`src/hdl/pps_pkg.sv`:
```
// Package with register map, field layout and reset values of the parallel port strobe block
// Notes on behaviour
// - Select polarity bit 3 makes chip select pin active-high at 1, active-low at 0.
// - Modes 00,01,10: write polarity bit 1 sets write strobe pin polarity.
// - Mode 11: write polarity bit 1 sets enable strobe pin polarity instead.
// - Modes 00,01,10: read polarity bit 0 sets read strobe pin polarity.
// - Mode 11: read polarity bit 0 sets combined read/write strobe polarity.
// - Polarity has no effect while the pin carries an address line.
// - Aliases at +0x4, +0x8, +0xC clear, set, invert the written bits.
// - Unimplemented bits ignore writes and read as zero, control bits 4 and 2 too.
package pps_pkg;
    localparam logic [15:0] CONTROL_OFFSET = 16'h7000;
    localparam logic [15:0] MODE_OFFSET = 16'h7010;
    localparam logic [15:0] ADDRESS_OFFSET = 16'h7020;
    localparam logic [15:0] DATA_OUT_OFFSET = 16'h7030;
    localparam logic [15:0] DATA_IN_OFFSET = 16'h7040;
    localparam logic [15:0] ADDRESS_ENABLE_OFFSET = 16'h7050;
    localparam logic [15:0] STATUS_OFFSET = 16'h7060;
    localparam logic [1:0] ALIAS_WRITE = 2'h0;
    localparam logic [1:0] ALIAS_CLEAR = 2'h1;
    localparam logic [1:0] ALIAS_SET = 2'h2;
    localparam logic [1:0] ALIAS_INVERT = 2'h3;
    // Implemented bit masks
    localparam logic [31:0] CONTROL_MASK = 32'h0000FFEB;
    localparam logic [31:0] MODE_MASK = 32'h00007F1F;
    localparam logic [31:0] ADDRESS_MASK = 32'h0000FFFF;
    localparam logic [31:0] DATA_MASK = 32'hFFFFFFFF;
    localparam logic [31:0] ADDRESS_ENABLE_MASK = 32'h0000FFFF;
    localparam logic [31:0] STATUS_MASK = 32'h0F00C08F;
    localparam logic [31:0] CONTROL_RESET = 32'h00000000;
    localparam logic [31:0] MODE_RESET = 32'h00000000;
    localparam logic [31:0] ADDRESS_RESET = 32'h00000000;
    localparam logic [31:0] DATA_RESET = 32'h00000000;
    localparam logic [31:0] ADDRESS_ENABLE_RESET = 32'h00000000;
    localparam logic [31:0] STATUS_RESET = 32'h0000008F;
    // Field positions
    localparam int CONTROL_ON_BIT = 15;
    localparam int SELECT_POLARITY_BIT = 3;
    localparam int WRITE_STROBE_POLARITY_BIT = 1;
    localparam int READ_STROBE_POLARITY_BIT = 0;
    localparam int MODE_FIELD_LSB = 8;
    localparam int SELECT_ADDRESS_BIT = 14;
    localparam logic [1:0] MASTER_MODE_1 = 2'h3;
    // Strobe sequencer timing
    localparam int STROBE_CYCLES = 2;
    typedef enum logic [1:0] {
        PPS_IDLE = 2'b00,
        PPS_SETUP = 2'b01,
        PPS_STROBE = 2'b11,
        PPS_HOLD = 2'b10
    } pps_state_type;
endpackage

```
`src/hdl/pps_top.sv`:
```
// Parallel port control registers with programmable strobe polarity, APB slave
//
// Register access over APB was decided locally.
`timescale 1ns/1ps
module pps_top (
    // Clock and reset
    input wire logic pclk,
    input wire logic presetn,
    // APB slave
    input wire logic psel,
    input wire logic penable,
    input wire logic pwrite,
    input wire logic [15:0] paddr,
    input wire logic [31:0] pwdata,
    output logic [31:0] prdata,
    output logic pready,
    output logic pslverr,
    // Parallel port pins
    input wire logic [31:0] data_pins_in,
    output logic [31:0] data_pins_out,
    output logic data_pins_oe,
    output logic chip_select_pin,
    output logic write_strobe_pin,
    output logic read_strobe_pin
);
    logic [31:0] control;
    logic [31:0] mode;
    logic [31:0] address;
    logic [31:0] data_out;
    logic [31:0] data_in;
    logic [31:0] address_enable;
    logic [31:0] status;

    // Alias kind from the low two bits of the word address
    function automatic logic [31:0] alias_update(input logic [31:0] old_value,
                                                 input logic [31:0] wdata,
                                                 input logic [1:0] kind,
                                                 input logic [31:0] mask);
        logic [31:0] result;
        result = old_value;
        unique case (kind)
            pps_pkg::ALIAS_WRITE: result = wdata;
            pps_pkg::ALIAS_CLEAR: result = old_value & ~wdata;
            pps_pkg::ALIAS_SET: result = old_value | wdata;
            pps_pkg::ALIAS_INVERT: result = old_value ^ wdata;
        endcase
        return result & mask;
    endfunction

    function automatic logic hit(input logic [15:0] addr, input logic [15:0] base);
        return {addr[15:4], 4'h0} == base && addr[1:0] == 2'h0;
    endfunction

    logic access;
    logic wr;
    logic [1:0] kind;
    logic mapped;
    logic hit_control;
    logic hit_mode;
    logic hit_address;
    logic hit_data_out;
    logic hit_data_in;
    logic hit_address_enable;
    logic hit_status;

    always_comb begin
        access = psel && penable;
        wr = access && pwrite;
        kind = paddr[3:2];
        hit_control = hit(paddr, pps_pkg::CONTROL_OFFSET);
        hit_mode = hit(paddr, pps_pkg::MODE_OFFSET);
        hit_address = hit(paddr, pps_pkg::ADDRESS_OFFSET);
        hit_data_out = hit(paddr, pps_pkg::DATA_OUT_OFFSET);
        hit_data_in = hit(paddr, pps_pkg::DATA_IN_OFFSET);
        hit_address_enable = hit(paddr, pps_pkg::ADDRESS_ENABLE_OFFSET);
        hit_status = hit(paddr, pps_pkg::STATUS_OFFSET);
        mapped = hit_control | hit_mode | hit_address | hit_data_out
            | hit_data_in | hit_address_enable | hit_status;
    end

    // Sequencer handshake
    logic seq_busy;
    logic seq_start;
    logic select_active;
    logic read_active;
    logic write_active;
    logic module_on;
    logic master_mode_1;

    always_comb begin
        module_on = control[pps_pkg::CONTROL_ON_BIT];
        master_mode_1 = mode[pps_pkg::MODE_FIELD_LSB +: 2] == pps_pkg::MASTER_MODE_1;
    end

    always_ff @(posedge pclk or negedge presetn) begin
        if (!presetn) begin
            control <= pps_pkg::CONTROL_RESET;
        end else if (wr && hit_control) begin
            control <= alias_update(control, pwdata, kind, pps_pkg::CONTROL_MASK);
        end
    end

    always_ff @(posedge pclk or negedge presetn) begin
        if (!presetn) begin
            mode <= pps_pkg::MODE_RESET;
        end else if (wr && hit_mode) begin
            mode <= alias_update(mode, pwdata, kind, pps_pkg::MODE_MASK);
        end
    end

    always_ff @(posedge pclk or negedge presetn) begin
        if (!presetn) begin
            address <= pps_pkg::ADDRESS_RESET;
        end else if (wr && hit_address) begin
            address <= alias_update(address, pwdata, kind, pps_pkg::ADDRESS_MASK);
        end
    end

    always_ff @(posedge pclk or negedge presetn) begin
        if (!presetn) begin
            address_enable <= pps_pkg::ADDRESS_ENABLE_RESET;
        end else if (wr && hit_address_enable) begin
            address_enable <= alias_update(address_enable, pwdata, kind,
                pps_pkg::ADDRESS_ENABLE_MASK);
        end
    end

    // A plain write to data out starts a write cycle on the pins
    always_ff @(posedge pclk or negedge presetn) begin
        if (!presetn) begin
            data_out <= pps_pkg::DATA_RESET;
        end else if (wr && hit_data_out) begin
            data_out <= alias_update(data_out, pwdata, kind, pps_pkg::DATA_MASK);
        end
    end

    // Read cycle captures the data pins at the end of the strobe
    always_ff @(posedge pclk or negedge presetn) begin
        if (!presetn) begin
            data_in <= pps_pkg::DATA_RESET;
        end else if (read_active) begin
            data_in <= data_pins_in;
        end else if (wr && hit_data_in) begin
            data_in <= alias_update(data_in, pwdata, kind, pps_pkg::DATA_MASK);
        end
    end

    // Status is a plain store, busy shows in mode bit 15 on read
    always_ff @(posedge pclk or negedge presetn) begin
        if (!presetn) begin
            status <= pps_pkg::STATUS_RESET;
        end else if (wr && hit_status) begin
            status <= alias_update(status, pwdata, kind, pps_pkg::STATUS_MASK);
        end
    end

    // Plain writes to data out launch a pin cycle; busy refuses a new one
    always_comb begin
        seq_start = wr && kind == pps_pkg::ALIAS_WRITE && !seq_busy
            && (hit_data_out || (!pwrite && hit_data_in));
    end

    logic read_launch;
    always_ff @(posedge pclk or negedge presetn) begin
        if (!presetn) begin
            read_launch <= 1'b0;
        end else begin
            read_launch <= access && !pwrite && hit_data_in && !seq_busy
                && kind == pps_pkg::ALIAS_WRITE;
        end
    end

    pps_strobe_seq seq (
        .pclk(pclk),
        .presetn(presetn),
        .start(seq_start || read_launch),
        .write(seq_start),
        .enable(module_on),
        .select_active(select_active),
        .read_active(read_active),
        .write_active(write_active),
        .busy(seq_busy)
    );

    // APB answer: zero wait state
    logic [31:0] next_prdata;
    always_comb begin
        next_prdata = 32'h00000000;
        if (hit_control) next_prdata = control;
        if (hit_mode) next_prdata = mode | {16'h0000, seq_busy, 15'h0000};
        if (hit_address) next_prdata = address;
        if (hit_data_out) next_prdata = data_out;
        if (hit_data_in) next_prdata = data_in;
        if (hit_address_enable) next_prdata = address_enable;
        if (hit_status) next_prdata = status;
    end

    always_ff @(posedge pclk or negedge presetn) begin
        if (!presetn) begin
            prdata <= 32'h00000000;
            pready <= 1'b0;
            pslverr <= 1'b0;
        end else begin
            pready <= psel && !penable;
            pslverr <= psel && !penable && !mapped;
            prdata <= (psel && !penable && !pwrite) ? next_prdata : 32'h00000000;
        end
    end

    // Pin side: polarity combine in master mode 1 and the others
    logic rd_pin_active;
    logic wr_pin_active;
    always_comb begin
        rd_pin_active = master_mode_1 ? (select_active && write_active) : read_active;
        wr_pin_active = master_mode_1 ? (read_active || write_active) : write_active;
    end

    pps_pin_polarity cs_pin (
        .pclk(pclk),
        .presetn(presetn),
        .active(select_active),
        .polarity(control[pps_pkg::SELECT_POLARITY_BIT]),
        .address_use(address_enable[pps_pkg::SELECT_ADDRESS_BIT]),
        .address_level(address[pps_pkg::SELECT_ADDRESS_BIT]),
        .pin(chip_select_pin)
    );

    pps_pin_polarity wr_pin (
        .pclk(pclk),
        .presetn(presetn),
        .active(wr_pin_active),
        .polarity(control[pps_pkg::WRITE_STROBE_POLARITY_BIT]),
        .address_use(1'b0),
        .address_level(1'b0),
        .pin(write_strobe_pin)
    );

    pps_pin_polarity rd_pin (
        .pclk(pclk),
        .presetn(presetn),
        .active(rd_pin_active),
        .polarity(control[pps_pkg::READ_STROBE_POLARITY_BIT]),
        .address_use(1'b0),
        .address_level(1'b0),
        .pin(read_strobe_pin)
    );

    // Data bus drive during write cycles
    always_ff @(posedge pclk or negedge presetn) begin
        if (!presetn) begin
            data_pins_out <= 32'h00000000;
            data_pins_oe <= 1'b0;
        end else begin
            data_pins_out <= data_out;
            data_pins_oe <= select_active && !read_active && seq_busy && write_active;
        end
    end

    alias_set_a: assert property (@(posedge pclk) disable iff (!presetn)
        wr && hit_control && kind == pps_pkg::ALIAS_SET
        |=> control == (($past(control) | $past(pwdata)) & pps_pkg::CONTROL_MASK))
        else $error("set alias wrong");
    alias_clear_a: assert property (@(posedge pclk) disable iff (!presetn)
        wr && hit_mode && kind == pps_pkg::ALIAS_CLEAR
        |=> mode == ($past(mode) & ~$past(pwdata) & pps_pkg::MODE_MASK))
        else $error("clear alias wrong");
    alias_invert_a: assert property (@(posedge pclk) disable iff (!presetn)
        wr && hit_address && kind == pps_pkg::ALIAS_INVERT
        |=> address == (($past(address) ^ $past(pwdata)) & pps_pkg::ADDRESS_MASK))
        else $error("invert alias wrong");
    reserved_zero_a: assert property (@(posedge pclk) disable iff (!presetn)
        control[4] == 1'b0 && control[2] == 1'b0 && mode[31:16] == 16'h0000)
        else $error("unimplemented bit set");
    select_level_a: assert property (@(posedge pclk) disable iff (!presetn)
        !address_enable[pps_pkg::SELECT_ADDRESS_BIT] && $stable(address_enable) |=>
        chip_select_pin == ($past(control[3]) ~^ $past(select_active)))
        else $error("select pin polarity wrong");
    write_level_a: assert property (@(posedge pclk) disable iff (!presetn)
        !master_mode_1 |=> write_strobe_pin == ($past(control[1]) ~^ $past(write_active)))
        else $error("write strobe polarity wrong");
    enable_level_a: assert property (@(posedge pclk) disable iff (!presetn)
        master_mode_1 |=> write_strobe_pin
        == ($past(control[1]) ~^ $past(read_active || write_active)))
        else $error("enable strobe polarity wrong");
    read_level_a: assert property (@(posedge pclk) disable iff (!presetn)
        !master_mode_1 |=> read_strobe_pin == ($past(control[0]) ~^ $past(read_active)))
        else $error("read strobe polarity wrong");
    rw_level_a: assert property (@(posedge pclk) disable iff (!presetn)
        master_mode_1 |=> read_strobe_pin
        == ($past(control[0]) ~^ $past(select_active && write_active)))
        else $error("direction strobe polarity wrong");
endmodule

```
`src/hdl/pps_pin_polarity.sv`:
```
// Pin level former: internal active state combined with polarity
`timescale 1ns/1ps
module pps_pin_polarity (
    // Clock and reset
    input wire logic pclk,
    input wire logic presetn,
    // Internal state
    input wire logic active,
    input wire logic polarity,
    input wire logic address_use,
    input wire logic address_level,
    // Pin
    output logic pin
);
    always_ff @(posedge pclk or negedge presetn) begin
        if (!presetn) begin
            pin <= 1'b1;
        end else if (address_use) begin
            pin <= address_level;
        end else begin
            pin <= polarity ? active : ~active;
        end
    end

    pin_level_a: assert property (@(posedge pclk) disable iff (!presetn)
        !address_use |=> pin == ($past(polarity) ~^ $past(active)))
        else $error("pin level does not follow active and polarity");
    addr_override_a: assert property (@(posedge pclk) disable iff (!presetn)
        address_use |=> pin == $past(address_level))
        else $error("pin not carrying address level");
endmodule

```
`src/hdl/pps_strobe_seq.sv`:
```
// Strobe sequencer: one access cycle on the parallel port pins
`timescale 1ns/1ps
module pps_strobe_seq (
    // Clock and reset
    input wire logic pclk,
    input wire logic presetn,
    // Control
    input wire logic start,
    input wire logic write,
    input wire logic enable,
    // Internal active states
    output logic select_active,
    output logic read_active,
    output logic write_active,
    output logic busy
);
    pps_pkg::pps_state_type state;
    logic [1:0] count;

    always_ff @(posedge pclk or negedge presetn) begin
        if (!presetn) begin
            state <= pps_pkg::PPS_IDLE;
            count <= 2'h0;
        end else begin
            unique case (state)
                pps_pkg::PPS_IDLE: begin
                    if (start && enable) begin
                        state <= pps_pkg::PPS_SETUP;
                    end
                end
                pps_pkg::PPS_SETUP: begin
                    state <= pps_pkg::PPS_STROBE;
                    count <= 2'(pps_pkg::STROBE_CYCLES - 1);
                end
                pps_pkg::PPS_STROBE: begin
                    if (count == 2'h0) begin
                        state <= pps_pkg::PPS_HOLD;
                    end else begin
                        count <= count - 2'h1;
                    end
                end
                pps_pkg::PPS_HOLD: begin
                    state <= pps_pkg::PPS_IDLE;
                end
            endcase
        end
    end

    logic dir_write;
    always_ff @(posedge pclk or negedge presetn) begin
        if (!presetn) begin
            dir_write <= 1'b0;
        end else if (state == pps_pkg::PPS_IDLE && start) begin
            dir_write <= write;
        end
    end

    always_comb begin
        busy = state != pps_pkg::PPS_IDLE;
        select_active = busy;
        read_active = state == pps_pkg::PPS_STROBE && !dir_write;
        write_active = state == pps_pkg::PPS_STROBE && dir_write;
    end

    strobe_length_a: assert property (@(posedge pclk) disable iff (!presetn)
        $rose(read_active || write_active) |-> (read_active || write_active) [*2]
        ##1 !(read_active || write_active))
        else $error("strobe length wrong");
endmodule

```
`config.mk`:
```
export PLATFORM = sky130hd
export DESIGN_NAME = pps_top
export DESIGN_NICKNAME = d
export VERILOG_FILES = /design/src/hdl/pps_pkg.sv /design/src/hdl/pps_top.sv /design/src/hdl/pps_pin_polarity.sv /design/src/hdl/pps_strobe_seq.sv
export SDC_FILE = /design/constraint.sdc
export NUM_CORES = 1
export LEC_CHECK = 0
export ABC_CLOCK_PERIOD_IN_PS = 2200
export BUFFER_PORTS_ARGS = -buffer_cell sky130_fd_sc_hd__buf_2
export CORE_ASPECT_RATIO = 0.6
export CORE_MARGIN = 10
export CORE_UTILIZATION = 45
export CTS_BUF_LIST = sky130_fd_sc_hd__clkbuf_4 sky130_fd_sc_hd__clkbuf_8
export CTS_CLUSTER_DIAMETER = 50
export DETAILED_ROUTE_END_ITERATION = 16
export PLACE_DENSITY = 0.66
export SYNTH_ARGS = -nofsm -noshare
export SYNTH_HDL_FRONTEND = slang
export SYNTH_SLANG_ARGS = --single-unit
export TNS_END_PERCENT = 20
```
`constraint.sdc`:
```
create_clock -name pclk -period 2.2 [get_ports pclk]
set_clock_uncertainty 0.1 [all_clocks]
set_input_delay 0.22 -clock pclk [delete_from_list [all_inputs] [get_ports pclk]]
set_output_delay 0.22 -clock pclk [all_outputs]
set_load 0.01 [all_outputs]
```
==> flow_summary.yaml, run 1 <==
die:
  rows: 53
  die_width_um: 265
  die_h_um: 167
  core_mm2: 0.0353
  pin_count: 155
  initial_core_util_pct: 46.0
  floorplan.die_area_mm2: 0.0444
cells_and_area:
  fin_cells: 2434
  final_util_pct: 54.3
  layout-drive-gt1-share_pct: 26.9
  fin_nets: 2289
  n_fill_cell: 3102
  area_delta_synth_final_pct: 18.0
  stdcell_area_mm2: 0.0192
route:
  detail_route.wl_per_cell_um: 20.5
  drt-initial-drc-count: 1053
  vias_per_cell: 5.67
  drcViolationCount: 0
  drt_first_pass_iters: 6
  finalWirelength_um: 49900
  ant_nets: 0
  vias: 13800
logic_synthesis:
  yosysSeqAreaShare_pct: 32.2
  synth_edf_count: 0
  synth_nets: 2084
  synthFlopType: "dfrtp_1"
  yosys-top-cells-area: "dfrtp_1 31%, ha_1 21%, mux2_2 9.4%"
  netlist_instances: 1732
  yosysMostFrequentCell: "ha_1"
  ys_ff_latch: 209
  async_reset_ff_share_pct: 100
  synth_common_cells: "267 x ha_1, 201 x dfrtp_1, 170 x inv_1"
  yosys.area.top_type: "dfrtp_1"
  netlist.area_leader.share_pct: 31.0
  synth_cell_type_count: 66
  synth.avg_cell_area_um2: 9.38
  synth_area_mm2: 0.0162
  ys_warn_count: 0
timing:
  hold_viol: 0
  grt_setup_unrepaired: "no"
  setup_viol: 0
  slew_viol_final: 0
  setup_tns_ns: 0
  tightest_slew_ns: 0.687
  fmax_mhz: 482
  worst_slack_ns: 0.127
  relSlewSlack_pct: 54.0
  fin_crit_ns: 2.07
  fin_crit_sh_pct: 94.2
grt:
  grt_max_degree: 73
  met1_usage_pct: 30.0
  antenna_found_initial: 5
  grt_remaining_overflow: 0
  grt.total_usage_pct: 22.1
  grtUsageMet3_pct: 4.89
  grt_pass1_wl_um: 78600
  first_global_vias: 13700
  top_usage_layer: "met2"
  use_met2_pct: 33.4
critical_path:
  cp-start-kind: "primary input"
  cpLargestDelayFamily: "simple AND/OR/NAND/NOR gates"
  crit_required_ns: 2.58
  crit_top_cell: "buf_4"
  cp.arrival_ns: 2.46
  crit_path_end_kind: "flop"
  cp_cell_sequence: "buf_2, or4_4, nor2_4, buf_4, nand3_1, buf_4, nor4_1, dlygate4sd3_1"
  path_class: "primary input to flop"
  max_stage_delay_ns: 0.61
  critPathBufInv: 4
  crit_slowest_cell: "or4_4"
  path_max_fanout: 11
job:
  cap_violations: 0
clock_tree:
  clock_latency_ns: 0.56
  cts.reportedPaths.clkPinSlew_ns: 0.06
  cts_buffers: 37
  clockBufferDepth: 3
  cts_root_buf: "clkbuf_8"
  cts_max_level: 2
  cts_tree: "done"
  cts_sinks: 209
run_status:
  status: "finished clean"
pwr:
  powerDensity_mw_per_mm2: 474
  p_leak_nw: 9.09
  irDropWorstVdd_mv: 0.329
place:
  dp_cells: 2328
  place_congestion: 0.877
  place_area_mm2: 0.0180
  port_buffers: 154
  place_hpwl_um: 35600
  pre_cts_ws_ns: 0.117
hold_path:
  hp-class: "primary input to asynchronous set/reset pin"
[registers in the layout, indices dropped and copies added (netlist names)]
name	count
pready	1
pslverr	1
status	11
cs_pin.pin	1
mode	12
seq.dir_write	1
data_pins_out	32
read_launch	1
seq.state	2
data_in	32
control	14
seq.count	2
data_out	32
address	16
wr_pin.pin	1
prdata	32
rd_pin.pin	1
data_pins_oe	1
address_enable	16
[per-layer routing]
layer,vias up,wire length [um]
met5,-,0
met4,0,1660
met3,111,3600
met2,452,22200
met1,6716,22500
li1,6510,-
[path summary, 6_finish.rpt]
check / from / end / slack, ns / cells past startpoint
max in group asynchronous: presetn / rd_pin.pin / 1.15 / 3
min in group pclk: paddr[10] / prdata[15] / 0.10 / 5
max reg2reg: seq.state[0] / read_launch / 0.19 / 4
max: paddr[9] / read_launch / 0.13 / 8
min: presetn / address_enable[5] / 0.04 / 2
min reg2reg: data_out[22] / data_pins_out[22] / 0.36 / 0
[layout by cell type (no fill, tap or decap), types with 14 or more instances in the layout]
cell / instances
ha_1: 267
a211oi_1: 135
dfrtp_1: 201
clkbuf_8: 46
inv_1: 170
mux2_2: 136
a22oi_1: 16
buf_12: 16
o21ai_2: 30
nor2_1: 66
nand2_1: 169
o21ai_0: 112
buf_2: 151
buf_4: 70
mux2_4: 30
clkbuf_4: 14
a21oi_1: 161
dlygate4sd3_1: 37
[logic make-up after synthesis]
group / after synthesis / synth area share (%)
mux: 173 / 12.6
simple gates: 290 / 7.95
fa+ha+maj: 267 / 20.6
buf+inv: 281 / 6.91
flops: 209 / 32.2
xor+xnor: 3 / 0.162
compound gates: 509 / 19.6
[layout make-up]
type | instances | area, um2 | share of cell area [%]
Inverter | 170 | 638 | 3.33
Clock inverter | 5 | 52.6 | 0.274
Sequential cell | 209 | 5240 | 27.3
Multi-Input combinational cell | 1242 | 9910 | 51.7
Clock buffer | 59 | 724 | 3.78
Timing Repair Buffer | 277 | 2020 | 10.5
Tap cell | 467 | 584 | 3.05
Antenna cell | 5 | 12.5 | 0.0652
[where the power goes]
group          leakage [nW]  internal (W)  switching (W)
combinational          5.96      0.000551       0.000765
clock                 0.414       0.00220        0.00173
sequential             2.72       0.00385     0.00000194
[worst register-to-register path: stages, from the launching register on]
cell	delay, ns
dfrtp_1	0.51
nor2_2	0.29
nand2_1	0.16
nor4_1	0.28
dlygate4sd3_1	0.60
[timing repair]
| action | 4_1_cts | 5_1_grt |
|---|---|---|
| hold endpoints to repair | 239 | 0 |
| resized for setup | 0 | 1 |
| setup buffers | 0 | 0 |
| setup endpoints to repair | 0 | 1 |
| hold buffers | 37 | 0 |
[through the flow]
step	total power, W	hold WS [ns]
floorplan	0.00469	-0.176
global placement	0.00511	0.0299
detailed placement	0.00516	0.0415
CTS	0.00917	0.0330
global route	0.00950	0.0544
finish	0.00910	0.0381
Note: power is estimated with default switching activity, not from simulation.
==> run 2, diff against run 1 <==
- PLACE_DENSITY: 0.66 -> unset
- PLACE_DENSITY_LB_ADDON: unset -> 0.12
==> run 2 against run 1 <==
Against the previous run:
- combinational power barely moved
- worst setup slack got worse by 0.032 ns
- sequential cell count did not move
- count of clock-buffer cells in the layout rose by 7
- via count fell by 2.4%
- critical path depth fell by 4
- wire length fell by 0.91%
- fmax fell by 1.5%
- final cell count rose by 0.29%
- largest cell class unchanged
==> flow_summary.yaml, run 2 (synthesis results as in run 1) <==
run_status:
  status: "finished clean"
clock_tree:
  cts_tree: "done"
  cts.reportedPaths.clkPinSlew_ns: 0.06
  cts_buffers: 39
  clock_latency_ns: 0.57
  clockBufferDepth: 3
  cts_resized: 0
  cts_sinks: 209
  cts_root_buf: "clkbuf_8"
  cts_max_level: 2
place:
  place_area_mm2: 0.0181
  dp_cells: 2331
  place_hpwl_um: 36300
  port_buffers: 154
  place_congestion: 0.855
cells_and_area:
  n_fill_cell: 3201
  stdcell_area_mm2: 0.0193
  ff_latch_area_mm2: 0.00524
  final_common_cell: "ha_1"
  layout-drive-gt1-share_pct: 27.2
  fin_cells: 2441
  final_cell_mix: "267 x ha_1, 201 x dfrtp_1, 170 x inv_1"
  fin_nets: 2295
  multi_input_area_mm2: 0.00991
  area_delta_synth_final_pct: 18.7
timing:
  fin_crit_sh_pct: 95.7
  relSlewSlack_pct: 52.1
  fmax_mhz: 475
  tightest_slew_ns: 0.716
  slew_viol_final: 0
  hold_viol: 0
  grt_setup_unrepaired: "no"
  setup_viol: 0
  setup_tns_ns: 0
  fin_crit_ns: 2.10
critical_path:
  path_max_fanout: 9
  r2r_cells: 4
  r2r-start: "seq.state[0]"
  crit_start: "seq.state[0]"
  cp.arrival_ns: 2.50
  r2r_slack_ns: 0.1
  endpoint: "read_launch"
  crit_path_end_kind: "flop"
  path_class: "flop to flop"
  crit_required_ns: 2.60
  cp-start-kind: "flop"
  r2r_end: "read_launch"
route:
  drt_first_pass_iters: 5
  vias_per_cell: 5.52
  drcViolationCount: 0
  finalWirelength_um: 49500
  detail_route.wl_per_cell_um: 20.3
  vias: 13500
  drt-initial-drc-count: 954
  ant_nets: 0
pwr:
  sw_frac_of_total_pct: 27.7
  p_seq_share_pct: 41.6
  p_sw_w: 0.00256
  p_leak_nw: 9.14
  powerDensity_mw_per_mm2: 480
  irDropWorstVdd_mv: 0.335
  pwr-share-comb_pct: 14.4
  power.internal_w: 0.00669
  clkPwrFrac_pct: 43.9
die:
  pin_count: 155
  floorplan.die_area_mm2: 0.0444
  core_mm2: 0.0353
  die_width_um: 265
  rows: 53
  die_h_um: 167
  initial_core_util_pct: 46.0
job:
  cap_violations: 0
grt:
  antenna_found_initial: 2
  grt.total_usage_pct: 21.9
  grt_remaining_overflow: 0
  grt_pass1_wl_um: 78200
  grt_max_degree: 53
  first_global_vias: 13400
hold_path:
  hp-class: "primary input to asynchronous set/reset pin"
run 2: cell count changes in the layout (fill, tap and decap cells not counted), moves of 2 or more:
cell | before | now
clkbuf_8 | 46 | 49
buf_12 | 16 | 19
diode_2 | 5 | 2
clkinvlp_4 | 1 | 3
clkinv_2 | 3 | 0
clkbuf_4 | 14 | 18
run 2: critical path, cell delays in order (launching register included):
cell and delay, ns:
dfrtp_1 0.46, nor2_1 0.40, nand2_1 0.23, nor4_1 0.27
dlygate4sd3_1 0.59
run 2: power groups by stage:
stage	sequential (W)	combinational, W	clock, W
2_1_floorplan	0.00392	0.000764	0
3_3_place_gp	0.00392	0.00123	0
3_5_place_dp	0.00392	0.00127	0
4_1_cts	0.00385	0.00133	0.00417
5_1_grt	0.00385	0.00149	0.00433
6_report	0.00385	0.00134	0.00406
run 2: worst min-delay path by stage:
stage | from | end | slack, ns | cells after the start
2_1_floorplan | presetn | address[0] | -0.18 | 0
4_1_cts | paddr[2] | data_out[1] | 0.04 | 3
3_5_place_dp | presetn | data_pins_out[5] | 0.07 | 1
5_1_grt | presetn | data_pins_out[6] | 0.09 | 2
6_report | presetn | data_pins_out[5] | 0.07 | 2
3_3_place_gp | presetn | data_pins_out[5] | 0.07 | 1
run 2: area by class of cell:
class	instances	area share [%]
multi-input cells	1242	51.4
flip-flops and latches	209	27.2
repair buffers	281	10.8
clock buffers	66	4.13
inverters	170	3.31
well taps	467	3.03
clock inverters	4	0.162
diodes	2	0.0260
run 2: repair_timing:
| action | CTS | global route |
|---|---|---|
| buffers inserted | 0 | 0 |
| hold endpoints to repair | 240 | 0 |
| endpoints found under the setup margin | 0 | 0 |
| hold buffers | 38 | 0 |
run 2: routing by layer:
| layer | share of wire, % | GRT usage, % | vias to the layer above |
|---|---|---|---|
| li1 | - | - | 6523 |
| met5 | 0 | 0 | - |
| met2 | 44 | 33.8 | 308 |
| met4 | 1.5 | 4.53 | 0 |
| met1 | 50 | 31.7 | 6571 |
| met3 | 5.3 | 3.29 | 62 |
run 2: metrics by stage:
| step | util (%) | hold slack [ns] | setup slack, ns | total power [W] |
|---|---|---|---|---|
| global placement | 51.1 | 0.0724 | 0.0405 | 0.00515 |
| floorplan | - | -0.176 | 0.322 | 0.00469 |
| detailed placement | 51.1 | 0.0694 | -0.00211 | 0.00519 |
| finish | 54.6 | 0.0704 | 0.0952 | 0.00925 |
| global route | 54.6 | 0.0932 | 0.0281 | 0.00967 |
| CTS | 54.6 | 0.0442 | 0.129 | 0.00935 |
==> run 3, diff against run 2 <==
- ABC_AREA: unset -> 1
==> run 3 against run 2 <==
Against the previous run:
- synthesized cell count shrank 1.4%
- first-iteration DRC count is 3.9% lower
- sequential power rose by 2%
- critical path type unchanged
- largest cell class unchanged
==> flow_summary.yaml, run 3 <==
run_status:
  status: "finished clean"
hold_path:
  hp-class: "primary input to asynchronous set/reset pin"
clock_tree:
  cts_tree: "done"
  clock_latency_ns: 0.58
  cts_resized: 0
  cts.reportedPaths.clkPinSlew_ns: 0.07
  cts_sinks: 209
  cts_max_level: 2
  cts_root_buf: "clkbuf_8"
  post_cts_buffers: 0
  clockBufferDepth: 3
  cts_buffers: 38
  cts_hold_buffers: 37
die:
  die_width_um: 257
  pin_count: 155
  rows: 52
  floorplan.die_area_mm2: 0.0418
  die_h_um: 162
  initial_core_util_pct: 45.4
  core_mm2: 0.0335
route:
  vias_per_cell: 5.44
  drt-initial-drc-count: 917
  ant_nets: 0
  drt_first_pass_iters: 5
  detail_route.wl_per_cell_um: 19.6
  met1Wirelength_um: 22800
  vias: 13200
  wl_met2_um: 20800
  drcViolationCount: 0
  wl_met3_um: 2820
  top_layer: "met4"
  finalWirelength_um: 47400
logic_synthesis:
  yosys-top-cells-area: "dfrtp_1 33%, ha_1 22%, mux2i_1 6.6%"
  synth_common_cells: "267 x ha_1, 251 x nand2_1, 206 x inv_1"
  ys_warn_count: 0
  synth_area_mm2: 0.0152
  synth_edf_count: 0
  netlist.area_leader.share_pct: 33.1
  synth_nets: 2060
  netlist_instances: 1708
  async_reset_ff_share_pct: 100
  yosysSeqAreaShare_pct: 34.5
  ys_ff_latch: 209
  synth_cell_type_count: 37
  yosys.area.top_type: "dfrtp_1"
  yosysMostFrequentCell: "ha_1"
  synth.avg_cell_area_um2: 8.90
  synthFlopType: "dfrtp_1"
cells_and_area:
  fin_cells: 2418
  final_common_cell: "ha_1"
  layout-drive-gt1-share_pct: 17.2
  n_fill_cell: 3065
  area_delta_synth_final_pct: 18.9
  fin_nets: 2283
  diodes: 0
  final_cell_mix: "267 x ha_1, 250 x nand2_1, 206 x inv_1"
pwr:
  powerDensity_mw_per_mm2: 509
  irDropWorstVdd_mv: 0.337
  p_leak_nw: 8.97
place:
  dp_cells: 2313
  place_hpwl_um: 32900
  port_buffers: 154
  place_congestion: 0.821
grt:
  grt.total_usage_pct: 22.6
  antenna_found_initial: 0
  first_global_vias: 13500
  grt_pass1_wl_um: 76200
  grt_remaining_overflow: 0
  grt_max_degree: 66
timing:
  fin_crit_ns: 1.89
  setup_tns_ns: 0
  hold_viol: 0
  tightest_slew_ns: 0.737
  fin_crit_sh_pct: 85.9
  grt_setup_unrepaired: "no"
  whs_ns: 0.0408
  fmax_mhz: 529
  slew_viol_final: 0
  setup_viol: 0
  relSlewSlack_pct: 50.9
critical_path:
  cp.arrival_ns: 2.28
  r2r-start: "seq.state[1]"
  crit_required_ns: 2.59
  path_max_fanout: 27
  cp.depth: 7
  r2r_slack_ns: 0.31
  crit_start: "seq.state[1]"
  cp_cell_sequence: "nand2_1, nor2_1, inv_2, nand2_2, inv_2, nand2_1, o21ai_1"
  crit_path_end_kind: "flop"
  crit_slowest_cell: "inv_2"
  path_class: "flop to flop"
  r2r_cells: 7
  cpLargestDelayFamily: "buffers and inverters"
  max_stage_delay_ns: 0.54
  endpoint: "data_in[12]"
  r2r_end: "data_in[12]"
  critPathBufInv: 2
  cp-start-kind: "flop"
job:
  cap_violations: 0
run 3: cell types whose count changed in the layout (fill, tap and decap cells not counted), sizes merged, moves of 18 or more:
cell	before	now
nand3b	1	22
a221oi	2	22
nand2	170	253
a211oi	135	113
nor2	69	124
mux2	166	0
a21oi	162	38
o21ai	154	185
mux2i	7	101
o211ai	0	18
inv	170	212
run 3: power breakdown:
| group | switching [W] | internal [W] |
|---|---|---|
| Clock | 0.00182 | 0.00227 |
| Combinational | 0.000729 | 0.000458 |
| Sequential | 0.0000326 | 0.00388 |
run 3: layout make-up:
type / instances / area, um2 / share of cell area (%)
inverters: 212 / 798 / 4.42
flip-flops and latches: 209 / 5240 / 29.0
clock inverters: 10 / 77.6 / 0.429
well taps: 459 / 574 / 3.18
clock buffers: 58 / 742 / 4.10
multi-input cells: 1202 / 8740 / 48.4
repair buffers: 268 / 1900 / 10.5
run 3: per-stage QoR:
stage / util, % / setup WS, ns / total power [W] / area, um2
after floorplan: - / 0.578 / 0.00464 / 15200
after global placement: 50.4 / 0.0516 / 0.00507 / 16900
after detailed placement: 50.4 / 0.0418 / 0.00511 / 16900
after CTS: 54.0 / 0.326 / 0.00929 / 18100
after global routing: 54.0 / 0.194 / 0.00961 / 18100
final: 54.0 / 0.310 / 0.00920 / 18100
run 3: worst min path at each step:
stage / to / slack [ns]
after floorplan: address[0] / -0.18
after global placement: data_pins_out[18] / 0.05
after detailed placement: data_pins_out[18] / 0.05
after CTS: seq.count[0] / 0.03
after global routing: data_in[28] / 0.08
final: data_pins_out[18] / 0.04
run 3: routing by layer:
metal  track usage (%)  vias up
li1                  -     6248
met1              31.8     6483
met2              34.9      356
met3              4.18       68
met4              5.99        0
met5                 0        -
run 3: cell families after synthesis:
group,count (synthesis),share of synthesized area [%]
buffers and inverters,297,8.15
XOR/XNOR,3,0.173
AO/OA/AOI/OAI,390,15.7
AND/OR/NAND/NOR,441,12.9
adder cells (fa/ha/maj),267,22.0
flip-flops,209,34.5
multiplexers,101,6.65
